$ cat src/logic/mem_board_pkg.sv
// constants, encodings and carrier types for the memory board bus interface
// assumes: one 125 MHz clock, synchronous active-low reset
package mem_board_pkg;

    localparam int ADDR_W         = 27;
    localparam int MOD_ADDR_W     = 22;
    localparam int BYTE_W         = 8;
    localparam int CLK_PERIOD_NS  = 8;
    // processor bus timing: access time before acknowledge
    localparam int ACCESS_TIME_NS = 40;
    localparam int ACCESS_CYCLES  = (ACCESS_TIME_NS + CLK_PERIOD_NS - 1) / CLK_PERIOD_NS;
    // nvram window: upper address bits that select the module
    localparam logic [4:0] NV_WINDOW = 5'h1F;
    localparam int NV_WIN_LSB     = 22;

    // operand size encodings {size1, size0}
    localparam logic [1:0] SIZE_32 = 2'h0;
    localparam logic [1:0] SIZE_8  = 2'h1;
    localparam logic [1:0] SIZE_16 = 2'h2;
    localparam logic [1:0] SIZE_24 = 2'h3;

    typedef enum logic [3:0] {
        ST_IDLE   = 4'h1,
        ST_ACCESS = 4'h2,
        ST_ACK    = 4'h4,
        ST_END    = 4'h8
    } cycle_state_type;

    typedef struct packed {
        logic              addr_strobe_n;
        logic              read_not_write;
        logic [1:0]        operand_size;
        logic              cpu_space_n;
        logic [ADDR_W-1:0] proc_addr;
    } proc_req_type;

    typedef struct packed {
        logic                  buffered_addr_strobe_n;
        logic                  sram_select_n;
        logic                  read_not_write;
        logic [MOD_ADDR_W-1:0] addr;
    } module_ctl_type;

endpackage : mem_board_pkg

$ cat src/logic/mem_board_bus_interface.sv
// memory board bus interface: processor bus slave and nvram module driver
// assumes: processor bus pins are asynchronous; iic slave lives elsewhere
module mem_board_bus_interface (
    input  wire logic                                 clk_i,
    input  wire logic                                 nrst_i,
    input  wire logic                                 board_reset_i,
    input  wire logic                                 supply_low_i,
    input  wire mem_board_pkg::proc_req_type          proc_req_i,
    input  wire logic [31:0]                          proc_data_i,
    output logic      [31:0]                          proc_data_o,
    output logic                                      proc_data_oe_o,
    output logic                                      size_ack0_n_o,
    output logic                                      size_ack1_n_o,
    output logic      [3:0]                           byte_lanes_o,
    output logic      [mem_board_pkg::ADDR_W-1:0]     buffered_addr_o,
    output mem_board_pkg::module_ctl_type             module_ctl_o,
    output logic                                      sram_protect_n_o,
    input  wire logic [mem_board_pkg::BYTE_W-1:0]     module_data_i,
    output logic      [mem_board_pkg::BYTE_W-1:0]     module_data_o,
    output logic                                      module_data_oe_o,
    input  wire logic                                 module_present_n_i,
    output logic                                      module_present_o,
    output logic [3:0]                                access_size_o
);
    localparam int RW = $bits(mem_board_pkg::proc_req_type);

    // ------------------------------------------------------------
    // input synchronisation and reset
    // ------------------------------------------------------------
    mem_board_pkg::proc_req_type req;
    logic [RW-1:0]               req_bits;
    logic [2:0]                  misc_sync;
    logic                        in_reset;
    logic [39:0]                 data_sync;

    // idle bus: strobe high, cpu space inactive, read
    sync2 #(
        .W       (RW),
        .RST_VAL ({1'b1, 1'b1, 2'h0, 1'b1, {mem_board_pkg::ADDR_W{1'b0}}})
    ) u_req_sync (
        .clk_i  (clk_i),
        .nrst_i (nrst_i),
        .d_i    (proc_req_i),
        .q_o    (req_bits)
    );

    sync2 #(
        .W       (3),
        .RST_VAL (3'h5)
    ) u_misc_sync (
        .clk_i  (clk_i),
        .nrst_i (nrst_i),
        .d_i    ({board_reset_i, supply_low_i, module_present_n_i}),
        .q_o    (misc_sync)
    );

    sync2 #(
        .W       (40),
        .RST_VAL (40'h0)
    ) u_data_sync (
        .clk_i  (clk_i),
        .nrst_i (nrst_i),
        .d_i    ({proc_data_i, module_data_i}),
        .q_o    (data_sync)
    );

    assign req      = mem_board_pkg::proc_req_type'(req_bits);
    assign in_reset = !nrst_i || misc_sync[2];

    // ------------------------------------------------------------
    // lane decode
    // ------------------------------------------------------------
    logic [3:0] lanes;
    logic [2:0] nbytes;
    logic [1:0] a_lo;

    always_comb begin
        a_lo = req.proc_addr[1:0];
        case (req.operand_size)
            mem_board_pkg::SIZE_8:  nbytes = 3'h1;
            mem_board_pkg::SIZE_16: nbytes = 3'h2;
            mem_board_pkg::SIZE_24: nbytes = 3'h3;
            default:                nbytes = 3'h4;
        endcase
        // lane 3 is bits 31:24; offset 0 starts at the top lane
        lanes = 4'h0;
        for (int i = 0; i < 4; i++) begin
            if (i >= 32'(a_lo) && i < 32'(a_lo) + 32'(nbytes)) begin
                lanes[3 - i] = 1'b1;
            end
        end
    end

    // ------------------------------------------------------------
    // cycle state machine
    // ------------------------------------------------------------
    mem_board_pkg::cycle_state_type state;
    mem_board_pkg::cycle_state_type next_state;
    logic [7:0]                     wait_cnt;
    logic [7:0]                     next_wait_cnt;
    logic                           is_nv;
    logic                           next_is_nv;
    logic                           rnw;
    logic                           next_rnw;
    logic [3:0]                     lane_reg;
    logic [3:0]                     next_lane_reg;
    logic [31:0]                    rdata;
    logic [31:0]                    next_rdata;
    logic                           protect_n;
    logic                           next_protect_n;
    logic                           hit_nv;

    assign hit_nv = req.proc_addr[mem_board_pkg::ADDR_W-1:mem_board_pkg::NV_WIN_LSB]
                    == mem_board_pkg::NV_WINDOW;

    always_comb begin
        next_state     = state;
        next_wait_cnt  = wait_cnt;
        next_is_nv     = is_nv;
        next_rnw       = rnw;
        next_lane_reg  = lane_reg;
        next_rdata     = rdata;
        next_protect_n = !(misc_sync[2] || misc_sync[1]);
        case (state)
            mem_board_pkg::ST_IDLE: begin
                // cpu space cycles are ignored entirely
                if (!req.addr_strobe_n && req.cpu_space_n) begin
                    next_state    = mem_board_pkg::ST_ACCESS;
                    next_wait_cnt = 8'(mem_board_pkg::ACCESS_CYCLES);
                    next_is_nv    = hit_nv;
                    next_rnw      = req.read_not_write;
                    next_lane_reg = lanes;
                end
            end
            mem_board_pkg::ST_ACCESS: begin
                if (req.addr_strobe_n || !req.cpu_space_n) begin
                    next_state = mem_board_pkg::ST_IDLE;
                end else if (wait_cnt == 8'h1) begin
                    next_state = mem_board_pkg::ST_ACK;
                    next_rdata = {data_sync[7:0], 24'h0};
                end else begin
                    next_wait_cnt = wait_cnt - 8'h1;
                end
            end
            mem_board_pkg::ST_ACK: begin
                if (req.addr_strobe_n) begin
                    next_state = mem_board_pkg::ST_END;
                end
            end
            mem_board_pkg::ST_END: begin
                next_state = mem_board_pkg::ST_IDLE;
            end
            default: begin
                next_state = mem_board_pkg::ST_IDLE;
            end
        endcase
        if (in_reset) begin
            next_state     = mem_board_pkg::ST_IDLE;
            next_wait_cnt  = 8'h0;
            next_is_nv     = 1'b0;
            next_rnw       = 1'b1;
            next_lane_reg  = 4'h0;
            next_rdata     = 32'h0;
            next_protect_n = 1'b0;
        end
    end

    always_ff @(posedge clk_i) begin
        state     <= next_state;
        wait_cnt  <= next_wait_cnt;
        is_nv     <= next_is_nv;
        rnw       <= next_rnw;
        lane_reg  <= next_lane_reg;
        rdata     <= next_rdata;
        protect_n <= next_protect_n;
    end

    // ------------------------------------------------------------
    // registered outputs
    // ------------------------------------------------------------
    logic active;
    logic [31:0] wdata;
    logic [31:0] next_wdata;
    mem_board_pkg::module_ctl_type mod_ctl;
    mem_board_pkg::module_ctl_type next_mod_ctl;
    logic [mem_board_pkg::ADDR_W-1:0] baddr;
    logic [mem_board_pkg::ADDR_W-1:0] next_baddr;

    assign active = (state == mem_board_pkg::ST_ACCESS) || (state == mem_board_pkg::ST_ACK);

    always_comb begin
        next_baddr = in_reset ? '0 : req.proc_addr;
        next_wdata = in_reset ? 32'h0 : data_sync[39:8];
        next_mod_ctl.buffered_addr_strobe_n = in_reset || !active;
        next_mod_ctl.sram_select_n = in_reset || !(active && is_nv && protect_n);
        next_mod_ctl.read_not_write = in_reset ? 1'b1 : rnw;
        next_mod_ctl.addr = in_reset ? '0 : req.proc_addr[mem_board_pkg::MOD_ADDR_W-1:0];
    end

    always_ff @(posedge clk_i) begin
        baddr   <= next_baddr;
        wdata   <= next_wdata;
        mod_ctl <= next_mod_ctl;
    end

    assign buffered_addr_o  = baddr;
    assign module_ctl_o     = mod_ctl;
    assign sram_protect_n_o = protect_n;
    assign module_present_o = !misc_sync[0];
    assign byte_lanes_o     = lane_reg;
    assign access_size_o    = lanes;
    // ack: ack0 ends; ack1 low for a 32-bit port, high for module byte port
    assign size_ack0_n_o    = !(state == mem_board_pkg::ST_ACK);
    assign size_ack1_n_o    = !(state == mem_board_pkg::ST_ACK && !is_nv);
    assign proc_data_o      = rdata;
    assign proc_data_oe_o   = (state == mem_board_pkg::ST_ACK) && rnw;
    assign module_data_o    = wdata[31:24];
    assign module_data_oe_o = active && is_nv && !rnw && !mod_ctl.sram_select_n;

    // ------------------------------------------------------------
    // assertions
    // ------------------------------------------------------------
    property p_reset_idle;
        @(posedge clk_i) misc_sync[2] |=> state == mem_board_pkg::ST_IDLE;
    endproperty
    a_reset_idle: assert property (p_reset_idle) else $error("reset not held");

    property p_protect;
        @(posedge clk_i) disable iff (!nrst_i) (misc_sync[1] || misc_sync[2]) |=> !protect_n;
    endproperty
    a_protect: assert property (p_protect) else $error("protect not asserted");

    property p_select_gated;
        @(posedge clk_i) disable iff (!nrst_i)
            !mod_ctl.sram_select_n |-> $past(is_nv) && $past(protect_n) && $past(active);
    endproperty
    a_select_gated: assert property (p_select_gated) else $error("select outside window");

    property p_select_strobe;
        @(posedge clk_i) disable iff (!nrst_i)
            !mod_ctl.sram_select_n |-> !mod_ctl.buffered_addr_strobe_n;
    endproperty
    a_select_strobe: assert property (p_select_strobe) else $error("select without strobe");

    property p_cpu_space;
        @(posedge clk_i) disable iff (!nrst_i)
            (state == mem_board_pkg::ST_IDLE && !req.cpu_space_n) |=> size_ack0_n_o;
    endproperty
    a_cpu_space: assert property (p_cpu_space) else $error("cpu space acknowledged");

    property p_start;
        @(posedge clk_i) disable iff (!nrst_i || in_reset)
            (state == mem_board_pkg::ST_IDLE && !req.addr_strobe_n && req.cpu_space_n)
            |=> state == mem_board_pkg::ST_ACCESS;
    endproperty
    a_start: assert property (p_start) else $error("cycle not started");

    property p_ack_time;
        @(posedge clk_i) disable iff (!nrst_i || in_reset)
            $rose(state == mem_board_pkg::ST_ACCESS) && !req.addr_strobe_n && req.cpu_space_n
            ##1 (!req.addr_strobe_n && req.cpu_space_n)[*4] |=> !size_ack0_n_o;
    endproperty
    a_ack_time: assert property (p_ack_time) else $error("ack late");

    property p_width;
        @(posedge clk_i) disable iff (!nrst_i)
            !size_ack0_n_o |-> size_ack1_n_o == is_nv;
    endproperty
    a_width: assert property (p_width) else $error("port width wrong");

    property p_lanes8;
        @(posedge clk_i) disable iff (!nrst_i)
            req.operand_size == mem_board_pkg::SIZE_8 |-> $onehot(lanes);
    endproperty
    a_lanes8: assert property (p_lanes8) else $error("byte lane decode");

    c_read:  cover property (@(posedge clk_i) !size_ack0_n_o && rnw);
    c_write: cover property (@(posedge clk_i) !size_ack0_n_o && !rnw);
    c_nv:    cover property (@(posedge clk_i) !mod_ctl.sram_select_n);
endmodule : mem_board_bus_interface

$ cat src/logic/sync2.sv
// two-flop synchroniser for a bundle of asynchronous levels
// assumes: inputs come from pins outside the clk_i domain
module sync2 #(
    parameter int         W        = 1,
    parameter logic [W-1:0] RST_VAL = '0
) (
    input  wire logic         clk_i,
    input  wire logic         nrst_i,
    input  wire logic [W-1:0] d_i,
    output logic      [W-1:0] q_o
);
    logic [W-1:0] stage1;
    logic [W-1:0] next_stage1;
    logic [W-1:0] next_q;

    always_comb begin
        next_stage1 = nrst_i ? d_i : RST_VAL;
        next_q      = nrst_i ? stage1 : RST_VAL;
    end

    always_ff @(posedge clk_i) begin
        stage1 <= next_stage1;
        q_o    <= next_q;
    end
endmodule : sync2

$ cat config.mk
export PLATFORM = sky130hd
export DESIGN_NAME = mem_board_bus_interface
export DESIGN_NICKNAME = d
export VERILOG_FILES = /design/src/logic/mem_board_pkg.sv /design/src/logic/mem_board_bus_interface.sv /design/src/logic/sync2.sv
export SDC_FILE = /design/constraint.sdc
export NUM_CORES = 1
export LEC_CHECK = 0
export ABC_CLOCK_PERIOD_IN_PS = 2130
export BUFFER_PORTS_ARGS = -buffer_cell sky130_fd_sc_hd__buf_2
export CORE_MARGIN = 1
export CORE_UTILIZATION = 45
export CTS_CLUSTER_SIZE = 16
export DETAILED_ROUTE_END_ITERATION = 16
export PLACE_DENSITY = 0.76
export SYNTH_ARGS = -nofsm -noshare
export SYNTH_HDL_FRONTEND = slang
export SYNTH_SLANG_ARGS = --single-unit
$ cat constraint.sdc
create_clock -name clk_i -period 2.13 [get_ports clk_i]
set_clock_uncertainty 0.2 [all_clocks]
set_input_delay 0.3195 -clock clk_i [delete_from_list [all_inputs] [get_ports clk_i]]
set_output_delay 0.3195 -clock clk_i [all_outputs]
set_load 0.01 [all_outputs]
==> impl_results.md <==
* Status: complete, but fails checks
* Failing checks: DRC, setup timing
* Rows at 39
* Placed cell count at 746
* Synth-to-layout area growth at 35.7%
* Inserted Clock Buffers at 17
* Worst Path Arrival at 1.86 ns
* DRC errors left at 5
* Total number of vias at 3747
* Power share of the combinational group at 4.4%
* Synth Instances at 502
* Most frequent cells in the layout: dfxtp_1, buf_2, and2_1, dlygate4sd3_1, conb_1
* Vias per std cell at 4.50
* Final Cycle Share at 112%
* R2r startpoint: wait_cnt[3]
* Hold wc startpoint: nrst_i
* Setup violators final at 3
* Cells on worst reg2reg path at 4
* Slew Limit Fails at 0
* TNS Setup at -0.666 ns
* Num Clock Sinks at 167
* Syn Area/Cell at 10.8 sq um
* # Max-Cap Violations at 0
* Synth area leader: dfxtp_1
* Final Hold Vio Count at 0
* H-tree depth at 4
* Synth top area share at 61.8%
* CP Launch Type: flip-flop
* Worst path required time at 1.61 ns
* Number of antenna violations at the first check in global routing at 0
* 1st-iter DRT viols at 158
* Power Density at 961 nW/um^2
* Nets at 758
* Fillers at 891
* Mean routed wirelength per cell at 12.6 um
* Post-DP HPWL at 6500 um
* Sw Share at 18.9%
* Hold crit path type: in -> reg
* Share of cells above drive strength 1 at 30.2%
* Antenna-violating nets left at 0
* Clk network pwr share at 49.7%
* Largest net degree at the start of global routing at 45
* Starting density of the core at 46.8%
* Root buf cell: clkbuf_16
* Global-route wire length before repair at 16900 um
* Vias in the first global route at 3697
* Fin cells at 832
* Register area share after synthesis at 61.8%
* Global Route Usage Sum at 17.5%
* Core area at 11600 sq um
* Reg power frac at 45.9%
* Final min period at 2.38 ns
* Synth Register Bits at 167
* Ant diodes at 0
* Crit Path Max Fanout at 3
* CP Launch Point: u_req_sync.q_o[28]
* RSZ-0062 raised after global routing: true
* Die ar. at 12500 sq um
* Mapped Area at 5410 sq um
* Clock Pin Slew Worst Setup and Hold Paths at 0.06 ns
* Unique cell type count in the Yosys netlist at 39
* Global placer's final weighted congestion at 0.791
* Routed WL at 10500 um
* IO Pins at 183
* GR Overflow Total at 0
* Die width at 112 um
* Crit Path Category: reg -> out
* Synth area leaders: dfxtp_1, and2_1, buf_4, a21oi_1, clkbuf_1
* Die height at 112 um
* Max clock buf depth at 2
* Most common cell after layout, fill and taps aside: dfxtp_1
* Number of buffers added on ports at 134
* Hold Path Depth at 2
* Clock latency on the worst-skew pair at 0.41 ns
* Pre-antenna DRT Iters at 10
* TritonCTS clock tree: done
* P_int at 5.73 mW
* Ys Warns at 0
* Net switching power at 1.33 mW
* Crit. End Element: primary output
* Fmax at 421 MHz
* Worst Slack Setup Final at -0.248 ns
* Peak supply drop at 0.000599 V
* Leakage power at 3.31 nW
cells by family after synthesis:
group | synth area share [%]
compound gates | 4.44
other cells | 0.0693
xor+xnor | 0.162
fa+ha+maj | 1.29
mux | 0.185
flops | 61.8
buf+inv | 8.88
simple gates | 23.2
path summary, 6_finish.rpt:
check	endpoint	slack [ns]
worst min-delay path	u_req_sync.q_o[1]	0.14
worst min register to register	sram_protect_n_o	0.20
worst max-delay path	access_size_o[1]	-0.25
worst max register to register	wait_cnt[7]	0.04
metal layers:
layer	vias to the layer above	wire (um)	GRT usage, %
li1	1884	-	-
met1	1710	4240	17.8
met5	-	0	0
met2	129	5440	32.0
met3	24	514	5.06
met4	0	275	9.55
metrics by stage:
| stage | hold slack (ns) | utilization (%) | power [mW] | instance area [sq um] | setup slack [ns] |
|---|---|---|---|---|---|
| floorplan | 0.168 | - | 3.47 | 5500 | 0.0368 |
| detailed placement | 0.190 | 51.9 | 3.53 | 6000 | -0.00152 |
| global placement | 0.189 | 51.9 | 3.52 | 6000 | 0.0346 |
| global route | 0.154 | 63.5 | 7.32 | 7350 | -0.326 |
| CTS | 0.129 | 63.3 | 7.13 | 7320 | -0.275 |
| finish | 0.136 | 63.5 | 7.06 | 7350 | -0.248 |
flip-flops by register name (all words and copies together), names as in the netlist, 6 cells and up:
name and cells:
u_data_sync.stage1 16, buffered_addr_o 6, module_ctl_o 24, u_req_sync.stage1 32
wdata 8, wait_cnt 8, proc_data_o 8, u_req_sync.q_o 32
u_data_sync.q_o 16
cells in the mapped netlist:
cell	n
or4_2	1
or4b_2	1
clkbuf_1	22
nor4b_1	1
nand3_1	12
or4_1	1
nor2b_1	1
nand4_1	3
a31oi_1	2
xnor2_1	1
nor3_1	2
a21oi_1	24
buf_6	3
nor2_1	8
nand2b_1	13
fa_1	1
ha_1	4
or2_2	1
o41ai_1	3
mux2i_1	1
nand4b_1	2
conb_1	1
buf_4	46
o211ai_1	1
o21ai_0	3
nor4_1	1
nand2_1	22
and2_1	131
and3_1	1
o311a_1	1
o31ai_1	4
or3_1	2
dfxtp_1	167
or4_4	1
a2111oi_0	1
nor3b_1	5
o21ba_2	1
inv_1	5
or3_2	2
power by group through the flow:
| stage | Sequential, mW | Clock [mW] | Combinational [mW] |
|---|---|---|---|
| after floorplan | 3.31 | 0 | 0.166 |
| after global placement | 3.31 | 0 | 0.215 |
| after detailed placement | 3.31 | 0 | 0.219 |
| after CTS | 3.24 | 3.58 | 0.306 |
| after global routing | 3.25 | 3.73 | 0.342 |
| final | 3.24 | 3.51 | 0.308 |
worst max-delay path, stage by stage (launching register included):
cell	delay (ns)
dfxtp_4	0.35
ha_4	0.16
fa_2	0.34
o21ba_4	0.23
a21oi_2	0.04
a21oi_2	0.13
a21oi_1	0.05
buf_2	0.14
final cells by class:
type / instances / area, sq um / share of cell area, %
Multi-Input combinational cell: 282 / 1770 / 24.1
Clock buffer: 22 / 484 / 6.59
Sequential cell: 167 / 3350 / 45.7
Clock inverter: 10 / 215 / 2.93
Tap cell: 143 / 179 / 2.44
Inverter: 5 / 18.8 / 0.255
Timing Repair Buffer: 203 / 1320 / 18.0
what timing repair did:
action	CTS	global route
hold endpoints to repair	51	0
resized for setup	20	6
pin swaps	2	2
hold buffers	51	0
endpoints found under the setup margin	6	9
buffers inserted	2	1
No activity file was read; power rests on OpenSTA's default activity.
